### config.mk
export PLATFORM = sky130hd
export DESIGN_NAME = asr_host
export DESIGN_NICKNAME = d
export VERILOG_FILES = /design/src/design/asr_pkg.sv /design/src/design/asr_host.sv
export VERILOG_INCLUDE_DIRS = /design/src /design/src/design
export SDC_FILE = /design/constraint.sdc
export NUM_CORES = 1
export LEC_CHECK = 0
export BUFFER_PORTS_ARGS = -buffer_cell sky130_fd_sc_hd__buf_2
export CORE_MARGIN = 2
export CORE_UTILIZATION = 48
export DETAILED_ROUTE_END_ITERATION = 12
export PLACE_DENSITY_LB_ADDON = 0.12
export SYNTH_ARGS = -nofsm -noshare
export SYNTH_HDL_FRONTEND = slang
export SYNTH_SLANG_ARGS = --single-unit
export TNS_END_PERCENT = 20
### constraint.sdc
create_clock -name core_clk -period 2.4 [get_ports core_clk]
set_input_delay 0.36 -clock core_clk [delete_from_list [all_inputs] [get_ports core_clk]]
set_output_delay 0.36 -clock core_clk [all_outputs]
set_load 0.1 [all_outputs]
### src/design/asr_consts.svh
// timing and width constants for the asynchronous static memory host port
`ifndef ASR_CONSTS_SVH
`define ASR_CONSTS_SVH
`define ASR_CLK_PERIOD_NS 50
`define ASR_ADDR_W 17
`define ASR_DATA_W 8
`define ASR_WORDS 131072
// slowest speed grade: read and write cycle time, ns
`define ASR_READ_CYCLE_NS 25
`define ASR_WRITE_CYCLE_NS 25
`define ASR_WRITE_PULSE_NS 15
// recovery time after supply return equals the read cycle time
`define ASR_RECOVERY_NS 25
`define ASR_READ_CYC ((`ASR_READ_CYCLE_NS + `ASR_CLK_PERIOD_NS - 1) / `ASR_CLK_PERIOD_NS)
`define ASR_WRITE_CYC ((`ASR_WRITE_PULSE_NS + `ASR_CLK_PERIOD_NS - 1) / `ASR_CLK_PERIOD_NS)
`define ASR_RECOVERY_CYC ((`ASR_RECOVERY_NS + `ASR_CLK_PERIOD_NS - 1) / `ASR_CLK_PERIOD_NS)
`define ASR_CNT_W 4
`endif

### src/design/asr_pkg.sv
// types shared by the asynchronous static memory host port
package asr_pkg;
  typedef enum logic [4:0] {
    ASR_RECOVER = 5'h01,
    ASR_IDLE    = 5'h02,
    ASR_SETUP   = 5'h04,
    ASR_READ    = 5'h08,
    ASR_WRITE   = 5'h10
  } asr_state_t;

  typedef struct packed {
    logic        select_active_low;
    logic        select_active_high;
    logic        out_enable_n;
    logic        write_strobe_n;
  } asr_ctrl_t;
endpackage

### src/design/asr_host.sv
// host controller driving a 128k x 8 asynchronous static memory over its pins
// Functional notes
// - A write happens while write strobe and low select are low and high select is high.
// - A read drives data while write strobe and high select are high and low select and OE low.
// - A write may be framed by select or by write strobe; it spans all conditions together.
// - In a select-controlled read the address is valid no later than the last select going active.
// - The write strobe stays high for the whole of every read cycle.
`timescale 1ns/1ps
`default_nettype none
`include "asr_consts.svh"
module asr_host #(
  parameter int ADDR_W = `ASR_ADDR_W,
  parameter int DATA_W = `ASR_DATA_W
) (
  input  wire logic              core_clk,
  input  wire logic              reset_n,
  input  wire logic              supply_ok,
  input  wire logic              req_valid,
  input  wire logic              req_write,
  input  wire logic [ADDR_W-1:0] req_addr,
  input  wire logic [DATA_W-1:0] req_wdata,
  output logic                   req_ready,
  output logic                   rsp_valid,
  output logic      [DATA_W-1:0] rsp_rdata,
  output logic      [ADDR_W-1:0] mem_addr,
  output asr_pkg::asr_ctrl_t     mem_ctrl,
  input  wire logic [DATA_W-1:0] mem_data_in,
  output logic      [DATA_W-1:0] mem_data_out,
  output logic                   mem_data_oe
);
  localparam logic [`ASR_CNT_W-1:0] READ_CYC = (`ASR_CNT_W)'(`ASR_READ_CYC);
  localparam logic [`ASR_CNT_W-1:0] WRITE_CYC = (`ASR_CNT_W)'(`ASR_WRITE_CYC);
  localparam logic [`ASR_CNT_W-1:0] RECOV_CYC = (`ASR_CNT_W)'(`ASR_RECOVERY_CYC);

  ////////////////////////////////////////////////////////////////////////////////
  // supply-good pin synchroniser: change counts once stages two and three agree
  logic [2:0] sup_sync;
  logic       sup_good;
  logic       next_sup_good;
  always_comb
  begin
    next_sup_good = sup_good;
    if (sup_sync[1] == sup_sync[2])
    begin
      next_sup_good = sup_sync[2];
    end
  end
  always_ff @(posedge core_clk or negedge reset_n)
  begin
    if (!reset_n)
    begin
      sup_sync <= 3'h0;
      sup_good <= 1'b0;
    end
    else
    begin
      sup_sync <= {sup_sync[1:0], supply_ok};
      sup_good <= next_sup_good;
    end
  end

  ////////////////////////////////////////////////////////////////////////////////
  // access sequencer
  asr_pkg::asr_state_t    state;
  asr_pkg::asr_state_t    next_state;
  logic [`ASR_CNT_W-1:0]  cnt;
  logic [`ASR_CNT_W-1:0]  next_cnt;
  logic [ADDR_W-1:0]      next_mem_addr;
  logic [DATA_W-1:0]      next_mem_data_out;
  logic                   is_write;
  logic                   next_is_write;
  logic                   next_rsp_valid;
  logic [DATA_W-1:0]      next_rsp_rdata;

  assign req_ready = (state == asr_pkg::ASR_IDLE) && sup_good;

  always_comb
  begin
    next_state        = state;
    next_cnt          = cnt;
    next_mem_addr     = mem_addr;
    next_mem_data_out = mem_data_out;
    next_is_write     = is_write;
    next_rsp_valid    = 1'b0;
    next_rsp_rdata    = rsp_rdata;
    case (state)
      asr_pkg::ASR_RECOVER:
      begin
        if (!sup_good)
        begin
          next_cnt = RECOV_CYC;
        end
        else if (cnt <= 4'h1)
        begin
          next_state = asr_pkg::ASR_IDLE;
        end
        else
        begin
          next_cnt = cnt - 4'h1;
        end
      end
      asr_pkg::ASR_IDLE:
      begin
        if (!sup_good)
        begin
          next_state = asr_pkg::ASR_RECOVER;
          next_cnt   = RECOV_CYC;
        end
        else if (req_valid)
        begin
          next_mem_addr     = req_addr;
          next_mem_data_out = req_wdata;
          next_is_write     = req_write;
          next_state        = asr_pkg::ASR_SETUP;
        end
      end
      asr_pkg::ASR_SETUP:
      begin
        next_state = is_write ? asr_pkg::ASR_WRITE : asr_pkg::ASR_READ;
        next_cnt   = is_write ? WRITE_CYC : READ_CYC;
      end
      asr_pkg::ASR_READ:
      begin
        if (cnt <= 4'h1)
        begin
          next_rsp_rdata = mem_data_in;
          next_rsp_valid = 1'b1;
          next_state     = asr_pkg::ASR_IDLE;
        end
        else
        begin
          next_cnt = cnt - 4'h1;
        end
      end
      asr_pkg::ASR_WRITE:
      begin
        if (cnt <= 4'h1)
        begin
          next_rsp_valid = 1'b1;
          next_state     = asr_pkg::ASR_IDLE;
        end
        else
        begin
          next_cnt = cnt - 4'h1;
        end
      end
      default:
      begin
        next_state = asr_pkg::ASR_RECOVER;
        next_cnt   = RECOV_CYC;
      end
    endcase
  end

  always_ff @(posedge core_clk or negedge reset_n)
  begin
    if (!reset_n)
    begin
      state        <= asr_pkg::ASR_RECOVER;
      cnt          <= RECOV_CYC;
      mem_addr     <= '0;
      mem_data_out <= '0;
      is_write     <= 1'b0;
      rsp_valid    <= 1'b0;
      rsp_rdata    <= '0;
    end
    else
    begin
      state        <= next_state;
      cnt          <= next_cnt;
      mem_addr     <= next_mem_addr;
      mem_data_out <= next_mem_data_out;
      is_write     <= next_is_write;
      rsp_valid    <= next_rsp_valid;
      rsp_rdata    <= next_rsp_rdata;
    end
  end

  ////////////////////////////////////////////////////////////////////////////////
  // pin controls: both selects framed together, so the write is select-and-strobe framed
  logic in_access;
  assign in_access = (state == asr_pkg::ASR_READ) || (state == asr_pkg::ASR_WRITE);
  always_comb
  begin
    mem_ctrl.select_active_low  = !in_access;
    mem_ctrl.select_active_high = in_access;
    mem_ctrl.out_enable_n       = (state != asr_pkg::ASR_READ);
    mem_ctrl.write_strobe_n     = (state != asr_pkg::ASR_WRITE);
  end
  // drive data during write; setup state avoids bus fight with read turnaround
  assign mem_data_oe = (state == asr_pkg::ASR_WRITE);

  ////////////////////////////////////////////////////////////////////////////////
  // checks
  property p_strobe_read;
    @(posedge core_clk) disable iff (!reset_n)
      !mem_ctrl.out_enable_n |-> mem_ctrl.write_strobe_n;
  endproperty
  a_strobe_read: assert property (p_strobe_read) else $error("strobe low during read");

  property p_addr_stable;
    @(posedge core_clk) disable iff (!reset_n)
      in_access |-> $stable(mem_addr);
  endproperty
  a_addr_stable: assert property (p_addr_stable) else $error("address moved in access");

  property p_select_pair;
    @(posedge core_clk) disable iff (!reset_n)
      mem_ctrl.select_active_low == !mem_ctrl.select_active_high;
  endproperty
  a_select_pair: assert property (p_select_pair) else $error("selects disagree");

  property p_write_oe;
    @(posedge core_clk) disable iff (!reset_n)
      !mem_ctrl.write_strobe_n |-> (mem_data_oe && !mem_ctrl.select_active_low
                                    && mem_ctrl.select_active_high);
  endproperty
  a_write_oe: assert property (p_write_oe) else $error("write without select or data");

  property p_no_fight;
    @(posedge core_clk) disable iff (!reset_n)
      mem_data_oe |-> mem_ctrl.out_enable_n;
  endproperty
  a_no_fight: assert property (p_no_fight) else $error("host drives during read");

  property p_setup_first;
    @(posedge core_clk) disable iff (!reset_n)
      $rose(in_access) |-> $past(state) == asr_pkg::ASR_SETUP;
  endproperty
  a_setup_first: assert property (p_setup_first) else $error("select without setup");

  property p_recover;
    @(posedge core_clk) disable iff (!reset_n)
      $rose(sup_good) |-> !in_access [*2];
  endproperty
  a_recover: assert property (p_recover) else $error("access before recovery");

  property p_read_done;
    @(posedge core_clk) disable iff (!reset_n)
      (state == asr_pkg::ASR_SETUP && !is_write) |=> ##1 rsp_valid;
  endproperty
  a_read_done: assert property (p_read_done) else $error("read answer late");

  c_read: cover property (@(posedge core_clk) disable iff (!reset_n)
    rsp_valid && !is_write);
  c_write: cover property (@(posedge core_clk) disable iff (!reset_n)
    rsp_valid && is_write);
  c_back: cover property (@(posedge core_clk) disable iff (!reset_n)
    rsp_valid ##1 (state == asr_pkg::ASR_SETUP));
endmodule
`default_nettype wire

# Word-level counts from Yosys, hierarchy flattened
# Cells that the tools add are included.
# classes
add_sub_neg	1
mul	0
div	0
order_cmp	1
eq_ne	11
shift	0
muxes	12
n_bitwise	0
n_reduce_logical	7
# op_table
cell	n
5-bit two-way mux	5
5-bit one-hot mux with 4 select lines	1
4-bit two-way mux	3
4-bit one-hot mux with 3 select lines	1
5-bit by 1-bit equality test with 1-bit output (second input constant)	1
5-bit by 2-bit equality test with 1-bit output (second input constant)	1
5-bit by 3-bit equality test with 1-bit output (second input constant)	1
5-bit by 4-bit equality test with 1-bit output (second input constant)	1
5-bit equality test (second input constant)	1
5-bit by 4-bit inequality test with 1-bit output (second input constant)	1
5-bit inequality test (second input constant)	1
4-bit by 1-bit less-or-equal comparator with 1-bit output (second input constant)	1
2-bit inequality test (second input constant)	2
2-bit AND reduction	2
4-bit by 1-bit subtractor with 4-bit output (second input constant)	1
3-bit inequality test (second input constant)	1
3-bit AND reduction	1
1-bit two-way mux	2
2-bit OR reduction	1
1-bit equality test	1
1-bit logical AND	1
1-bit logical NOT	1
1-bit logical OR	1
# totals
register_bits	48
latch_bits	0
ramBits	0
mem_bits_ro	0
out_inout_bits	40
word_cells	41
memories	0

# Logic depth before layout (Yosys ltp)
# Gate-level depths: netlist (run 1).
# logic_depth
depth_word	4
depth_mapped	7
mapped_depth_nobuf	5

# Worst setup path before layout (run 1)
# No wires, ideal clock.
# synth_timing
path_type	reg2out
start	register state[3]
end	output port mem_data_oe
t_arrival_ps	2436
slack_ps	-396
path_stages_with_launch	5
cell_sequence	dfrtp_1 buf_4 or3_1 nand2b_1 inv_1
# synth_via
elab_chain_cells	1
# synth_rtl
item	line	source
from (decl)	asr_host.sv:64	asr_pkg::asr_state_t state;
from (signal assigned)	asr_host.sv:159	state <= asr_pkg::ASR_RECOVER;
from (signal assigned)	asr_host.sv:169	state <= next_state;
5-bit equality test	asr_host.sv:191	assign mem_data_oe = (state == asr_pkg::ASR_WRITE);
to (decl)	asr_host.sv:29	output logic mem_data_oe
# Every way passes these cells.

# Worst setup path in the final report (run 1)
# Ends and elaborated chain as after synthesis.

==> impl_metrics.py, run 1 <==
metrics = {
    "clocking": {
        "cts_root_buf": "clkbuf_8",
        "cts_tree": "yes",
        "postCtsSetupBuffers": 0,
        "path_clk_slew_ns": 0.08,
        "hold_buffers": 0,
        "cts_buffers": 5,
        "cts_buffer_depth": 2,
        "clock_sinks": 48,
        "insertion_delay_ns": 0.29,
        "h-tree-depth": 2,
        "ctsResizeCount": 0,
    },
    "synthesis": {
        "synth_nets": 182,
        "synth_top_area_frac": 0.555,
        "muxShareOfSynthArea": 0.219,
        "avgSynthCellArea_um2": 14.6,
        "synth_edf_count": 0,
        "postSynthCellCount": 142,
        "synthSimpleGateAreaFrac": 0.0730,
        "synth_top_family_by_area": "multiplexers",
        "synth_cell_types": 36,
        "synth_xor_area_frac": 0.00422,
        "yosysSeqAreaShare": 0.581,
        "synth_top_area_cell": "dfrtp_1",
        "synthArstFlopShare": 1.00,
        "synthAdderAreaFrac": 0.0169,
        "ys_ff_latch": 48,
        "synth_area_leaders": "dfrtp_1, mux2_4, mux2_2",
        "synth_compound_area_frac": 0.0724,
        "synth_area_um2": 2070,
        "yosys_warnings": 0,
        "synth_ff_type": "dfrtp_1",
    },
    "final_layout": {
        "postLayoutCoreUtil": 0.634,
        "mostFrequentLayoutCells": "buf_2, dfrtp_1, mux2_4",
        "layout_commonest_cell": "buf_2",
        "nNetsFinal": 261,
        "fin_area_um2": 2590,
        "diodes": 0,
        "area_growth_pct": 25.0,
        "nFillCells": 332,
        "drive_gt1_frac": 0.586,
    },
    "drt": {
        "ant_nets": 0,
        "vias": 1375,
        "first_pass_iters": 4,
        "wl_um": 3860,
        "drc": 0,
        "first_iter_violations": 37,
        "wl_per_cell_um": 14.2,
        "viasPerCell": 5.06,
    },
    "die": {
        "ios": 78,
        "fp.dieH_um": 69.7,
        "start_util": 0.507,
        "die_area_um2": 4860,
        "num_rows": 23,
        "fp.dieW_um": 69.7,
        "coreArea_um2": 4090,
    },
    "status": {
        "status": "finished clean",
    },
    "flow_run": {
        "max-cap-violations": 0,
    },
    "critical_path": {
        "crit_family": "simple AND/OR/NAND/NOR gates",
        "path_class": "register to output port",
        "crit_fanout": 9,
        "arrival_ns": 1.95,
        "start_kind": "register",
        "endpoint_kind": "output port",
        "critPathMaxStageDelay_ns": 0.51,
        "cp_cell_sequence": "or3_1 -> nand2b_2 -> clkinvlp_4 -> buf_2",
        "required_ns": 2.04,
        "worst-r2r-cell-count": 5,
        "cp.depth": 4,
        "worst-path-buf-inv": 2,
        "cp_slowest_cell": "dfrtp_1",
    },
    "sta": {
        "max_freq_mhz": 433,
        "max_slew.worst_pin.slew_ns": 1.02,
        "setup_viol": 0,
        "max-slew-margin-rel": 0.321,
        "rsz0062_at_grt": "false",
        "layout_setup_ws_ns": 0.0912,
        "timing.setup.tns_ns": 0,
        "period_share": 0.962,
        "skew_ns": 0.00512,
        "maxSlewViolCount": 0,
        "hold_viol_final": 0,
        "period_minus_slack_ns": 2.31,
    },
    "global_routing": {
        "grt_max_degree": 49,
        "antenna_found_initial": 0,
        "grtUsageTotal": 0.177,
        "grt_overflow": 0,
        "grt_pass1_vias": 1519,
        "grt_pass1_wl_um": 6850,
    },
    "place": {
        "dpl_cell_area_um2": 2480,
        "dp_hpwl_um": 2790,
        "portBuffers": 77,
        "gp_congestion": 0.910,
        "place_ws_ns": 0.413,
    },
    "worst_hold_path": {
        "hold_depth": 1,
        "hp-class": "primary input to register",
    },
}
==> cells by family after synthesis <==
family,Yosys count
multiplexers,34
XOR/XNOR,1
AO/OA/AOI/OAI,19
buffers and inverters,12
adder cells (fa/ha/maj),3
AND/OR/NAND/NOR,25
flip-flops,48
==> area by class of cell <==
type / count / area, um2 / share of cell area
inverters: 7 / 31.3 / 0.0121
flip-flops and latches: 48 / 1200 / 0.464
repair buffers: 77 / 385 / 0.149
clock buffers: 6 / 72.6 / 0.0280
well taps: 50 / 62.6 / 0.0241
multi-input cells: 82 / 802 / 0.309
clock inverters: 2 / 35.0 / 0.0135
==> through the flow <==
stage               hold slack (ns)  instances
floorplan                    0.0644        142
global placement              0.333        264
detailed placement            0.339        264
CTS                           0.172        272
global route                  0.165        272
finish                        0.177        272
==> worst paths after layout <==
check,slack [ns],to,from
max in group asynchronous,1.54,mem_addr[3],reset_n
min in group asynchronous,0.23,rsp_valid,reset_n
hold reg to reg,0.36,sup_sync[1],sup_sync[0]
setup reg to reg,0.48,rsp_rdata[5],cnt[0]
setup / recovery,0.09,mem_data_oe,state[3]
hold / removal,0.18,sup_sync[0],supply_ok
==> layer usage <==
metal / up-vias / track usage / wire length (um)
met5: - / 0 / 0
met4: 0 / 0.0662 / 37
met3: 4 / 0.0509 / 251
met2: 50 / 0.301 / 1980
met1: 658 / 0.212 / 1590
li1: 663 / - / -
==> sequential cells by signal (all words and copies together), names as in the netlist <==
signal        count
mem_addr         17
state             5
rsp_rdata         8
is_write          1
rsp_valid         1
sup_sync          3
cnt               4
sup_good          1
mem_data_out      8
==> Yosys cell counts, types with 2 or more instances <==
| master | count |
|---|---|
| dfstp_2 | 2 |
| buf_6 | 2 |
| nor2_1 | 5 |
| inv_1 | 6 |
| nand2b_1 | 3 |
| ha_1 | 2 |
| o311ai_2 | 2 |
| buf_4 | 2 |
| o21ai_1 | 2 |
| nor2_2 | 3 |
| dfrtp_1 | 46 |
| mux2_4 | 19 |
| nand3_1 | 2 |
| nor4_1 | 2 |
| mux2_2 | 15 |
| a22o_1 | 2 |
| nor3_1 | 2 |
| o21ai_0 | 5 |
| a21o_1 | 2 |
| nor2b_1 | 2 |
==> worst register-to-register path: cells and delay by family (launching register included) <==
| kind | cells | cell delay [ns] |
|---|---|---|
| AOI/OAI and AO/OA | 1 | 0.26 |
| buffers and inverters | 1 | 0.05 |
| muxes | 1 | 0.38 |
| and+or+nand+nor | 1 | 0.32 |
| DFF | 1 | 0.58 |
| adders and majority gates | 1 | 0.22 |
Power of run 1 is left out: the tool's default activity adds up to more than one toggle a clock period on the data nets, which glitch-free logic cannot reach.
==> run 2: changes to the inputs <==
Settings changed: RECOVER_POWER set to 25.
==> run 2 against run 1 <==
Compared with the run above:
- final area unchanged
- clock skew unchanged
- wire length about the same
- global-route usage unchanged
- critical path depth unchanged
- maximum frequency unchanged
- via count unchanged
- first-iteration DRC count unchanged
- highest routed layer unchanged
==> impl_metrics.py, run 2 (synthesis results as in run 1) <==
metrics = {
    "status": {
        "status": "finished clean",
    },
    "final_layout": {
        "area_growth_pct": 25.0,
        "top_register": "mem_addr",
        "reg_top3": "mem_addr: 17 flops, mem_data_out: 8 flops, rsp_rdata: 8 flops",
        "nNetsFinal": 261,
        "layout_commonest_cell": "buf_2",
        "drive_gt1_frac": 0.586,
        "mostFrequentLayoutCells": "buf_2, dfrtp_1, mux2_4",
        "largest_reg_flops": 17,
        "diodes": 0,
    },
    "sta": {
        "rsz0062_at_grt": "false",
        "setup_viol": 0,
        "hold_viol_final": 0,
        "maxSlewViolCount": 0,
        "skew_ns": 0.00512,
        "max-slew-margin-rel": 0.240,
        "max_slew.worst_pin.slew_ns": 1.14,
        "period_share": 0.962,
        "timing.setup.tns_ns": 0,
        "period_minus_slack_ns": 2.31,
        "max_freq_mhz": 433,
    },
    "clocking": {
        "ctsResizeCount": 0,
        "h-tree-depth": 2,
        "hold_buffers": 0,
        "cts_tree": "yes",
        "cts_buffer_depth": 2,
        "insertion_delay_ns": 0.29,
        "cts_buffers": 5,
        "clock_sinks": 48,
        "postCtsSetupBuffers": 0,
        "cts_root_buf": "clkbuf_8",
        "path_clk_slew_ns": 0.08,
    },
    "critical_path": {
        "cp.depth": 4,
        "cp_slowest_cell": "dfrtp_1",
        "crit_fanout": 9,
        "critPathMaxStageDelay_ns": 0.51,
        "start_kind": "register",
        "worst-r2r-cell-count": 5,
        "crit_family": "simple AND/OR/NAND/NOR gates",
        "required_ns": 2.04,
        "path_class": "register to output port",
        "worst-path-buf-inv": 2,
        "endpoint_kind": "output port",
        "cp_cell_sequence": "or3_1 -> nand2b_2 -> clkinvlp_4 -> buf_2",
        "arrival_ns": 1.95,
    },
    "global_routing": {
        "met1_usage": 0.212,
        "met2_usage": 0.301,
        "grt_overflow": 0,
        "grtUsageMet3": 0.0509,
        "antenna_found_initial": 0,
        "grt_pass1_wl_um": 6850,
        "grtUsageTotal": 0.177,
        "grt_max_degree": 49,
        "busiest_layer": "met2",
        "grt_pass1_vias": 1519,
    },
    "die": {
        "ios": 78,
        "num_rows": 23,
        "coreArea_um2": 4090,
        "start_util": 0.507,
        "fp.dieW_um": 69.7,
        "die_area_um2": 4860,
        "fp.dieH_um": 69.7,
    },
    "worst_hold_path": {
        "hold_depth": 1,
        "hp-class": "primary input to register",
    },
    "drt": {
        "first_iter_violations": 37,
        "drc": 0,
        "wl_per_cell_um": 14.2,
        "wl_um": 3860,
        "first_pass_iters": 4,
        "viasPerCell": 5.06,
        "ant_nets": 0,
        "vias": 1375,
    },
    "place": {
        "portBuffers": 77,
        "dp_hpwl_um": 2790,
        "gp_congestion": 0.910,
    },
    "flow_run": {
        "max-cap-violations": 0,
    },
}
## run 2: routing by layer
layer	vias up	share of wire
met3	4	0.065
met4	0	0.0096
met1	658	0.41
li1	663	-
met2	50	0.51
met5	-	0
## run 2: final cells by class
cell class,count,area [um2]
well taps,50,62.6
fillers,332,1490
clock inverters,2,35.0
inverters,7,31.3
clock buffers,6,72.6
multi-input cells,82,802
repair buffers,77,385
flip-flops and latches,48,1200
## run 2: stage by stage
stage / instances / hold slack [ns] / utilization / setup slack (ns) / instance area (um2)
detailed placement: 264 / 0.339 / 0.608 / 0.413 / 2480
global route: 272 / 0.165 / 0.634 / 0.0109 / 2590
global placement: 264 / 0.333 / 0.608 / 0.451 / 2480
CTS: 272 / 0.172 / 0.634 / 0.0721 / 2590
floorplan: 142 / 0.0644 / - / 0.0596 / 2080
finish: 272 / 0.177 / 0.634 / 0.0912 / 2590
## run 2: worst paths after layout
path / start / end / slack, ns
setup / recovery: state[3] / mem_data_oe / 0.09
hold / removal: supply_ok / sup_sync[0] / 0.18
setup reg to reg: cnt[0] / rsp_rdata[5] / 0.48
hold reg to reg: sup_sync[0] / sup_sync[1] / 0.36
max in group asynchronous: reset_n / mem_addr[3] / 1.43
min in group asynchronous: reset_n / rsp_valid / 0.27
Power of run 2 is left out for the same reason.
==> run 3: changes to the inputs <==
Settings changed: BUFFER_PORTS_ARGS -buffer_cell sky130_fd_sc_hd__buf_2 to unset, CORE_UTILIZATION 48 to 60, DONT_BUFFER_PORTS set to 1.
==> run 3 against run 2 <==
Compared with the run above:
- final cell count shrank 26%
- via count is 16% lower
- maximum frequency grew 6.1%
- highest routed layer unchanged
- critical path depth is the same
- clock skew is 0.0081 ns higher
- wire length down 13%
- first-iteration DRC count rose by 32%
- die area fell by 19%
- non-clock buffer count decreased by 68
- sequential cell count stayed put
==> impl_metrics.py, run 3 (synthesis results as in run 1) <==
metrics = {
    "status": {
        "status": "finished clean",
    },
    "sta": {
        "period_share": 0.907,
        "timing.setup.tns_ns": 0,
        "max-slew-margin-rel": 0.259,
        "period_minus_slack_ns": 2.18,
        "rsz0062_at_grt": "false",
        "max_freq_mhz": 460,
        "max_slew.worst_pin.slew_ns": 1.11,
        "setup_viol": 0,
        "maxSlewViolCount": 0,
        "hold_viol_final": 0,
        "skew_ns": 0.0132,
    },
    "clocking": {
        "cts_buffers": 5,
        "path_clk_slew_ns": 0.14,
        "cts_tree": "yes",
        "cts_root_buf": "clkbuf_4",
        "h-tree-depth": 2,
        "cts_buffer_depth": 2,
        "clock_sinks": 48,
        "insertion_delay_ns": 0.35,
    },
    "critical_path": {
        "critPathMaxStageDelay_ns": 0.52,
        "endpoint": "mem_data_oe",
        "r2r-start": "cnt[0]",
        "r2r_end": "rsp_rdata[6]",
        "cp_slowest_cell": "dfrtp_1",
        "path_class": "register to output port",
        "regToRegSetupSlack_ns": 0.50,
        "crit_family": "simple AND/OR/NAND/NOR gates",
        "cp.depth": 4,
        "required_ns": 2.04,
        "crit_start": "state[3]",
        "cp_cell_sequence": "or3_1 -> nand2b_2 -> clkinvlp_4 -> buf_12",
        "endpoint_kind": "output port",
        "worst-path-buf-inv": 2,
        "arrival_ns": 1.82,
        "crit_fanout": 9,
        "worst-r2r-cell-count": 5,
        "start_kind": "register",
    },
    "place": {
        "portBuffers": 0,
        "placedCellCount": 189,
        "dp_hpwl_um": 2430,
        "gp_congestion": 0.770,
        "dpl_cell_area_um2": 2150,
    },
    "die": {
        "fp.dieW_um": 62.8,
        "coreArea_um2": 3340,
        "start_util": 0.621,
        "fp.dieH_um": 62.8,
        "die_area_um2": 3940,
        "num_rows": 21,
        "ios": 78,
    },
    "drt": {
        "route.met2.wl_um": 1760,
        "drc": 0,
        "highest-signal-layer": "met4",
        "vias": 1157,
        "wl_met1_um": 1340,
        "wl_um": 3350,
        "first_iter_violations": 49,
        "wl_per_cell_um": 16.8,
        "ant_nets": 0,
        "first_pass_iters": 4,
        "wl_met3_um": 235,
        "viasPerCell": 5.79,
    },
    "final_layout": {
        "diodes": 0,
        "layout_commonest_cell": "dfrtp_1",
        "reg_top3": "mem_addr: 17 flops, mem_data_out: 8 flops, rsp_rdata: 8 flops",
        "seqCellArea_um2": 1200,
        "drive_gt1_frac": 0.390,
        "postLayoutCoreUtil": 0.670,
        "area_growth_pct": 7.79,
        "top_register": "mem_addr",
        "layout.cells.non_filler": 200,
        "fin_area_um2": 2230,
        "nNetsFinal": 193,
        "largest_reg_flops": 17,
        "mostFrequentLayoutCells": "dfrtp_1, mux2_4, mux2_2",
        "nFillCells": 264,
        "multiInputGateArea_um2": 802,
    },
    "global_routing": {
        "grtUsageTotal": 0.184,
        "grt_max_degree": 49,
        "grt_pass1_wl_um": 5510,
        "antenna_found_initial": 0,
        "grt_pass1_vias": 1166,
        "grt_overflow": 0,
    },
    "flow_run": {
        "max-cap-violations": 0,
    },
    "worst_hold_path": {
        "hp-class": "primary input to register",
        "hold_path.startpoint": "req_addr[4]",
    },
}
[run 3: cell types whose count changed in the layout (fill, tap and decap cells not counted), sizes merged]
cell,change
buf,-70
dlygate4sd3,+2
bufinv,-1
clkinvlp,+1
[run 3: worst min-delay path by stage]
stage	to	slack, ns	cells after the start
after global placement	cnt[3]	0.07	0
after global routing	mem_addr[4]	0.09	1
after detailed placement	cnt[2]	0.07	0
final	mem_addr[4]	0.14	1
after floorplan	cnt[1]	0.06	0
after CTS	sup_sync[0]	0.0004	0
[run 3: what timing repair did]
item                       in CTS  in global routing
setup endpoints to repair       0                  0
hold endpoints to repair       48                  1
setup buffers                   0                  0
gates resized for setup         0                  0
hold buffers                    2                  1
[run 3: metal layers]
metal,vias up,GRT usage
met5,-,0
li1,520,-
met3,2,0.0775
met2,48,0.304
met1,587,0.217
met4,0,0.0639
[run 3: layout make-up]
| class | instances | area share |
|---|---|---|
| inverter | 7 | 0.0140 |
| multi-input combinational | 82 | 0.359 |
| clock buffer | 6 | 0.0185 |
| sequential | 48 | 0.539 |
| clock inverter | 2 | 0.00728 |
| tap | 46 | 0.0258 |
| timing repair buffer | 9 | 0.0370 |
[run 3: metrics by stage]
step           setup WS, ns  hold slack [ns]
2_1_floorplan        0.0596           0.0644
5_1_grt               0.130           0.0892
4_1_cts               0.199         0.000364
3_5_place_dp          0.489           0.0653
6_report              0.224            0.140
3_3_place_gp          0.569           0.0654
Power of run 3 is left out for the same reason.
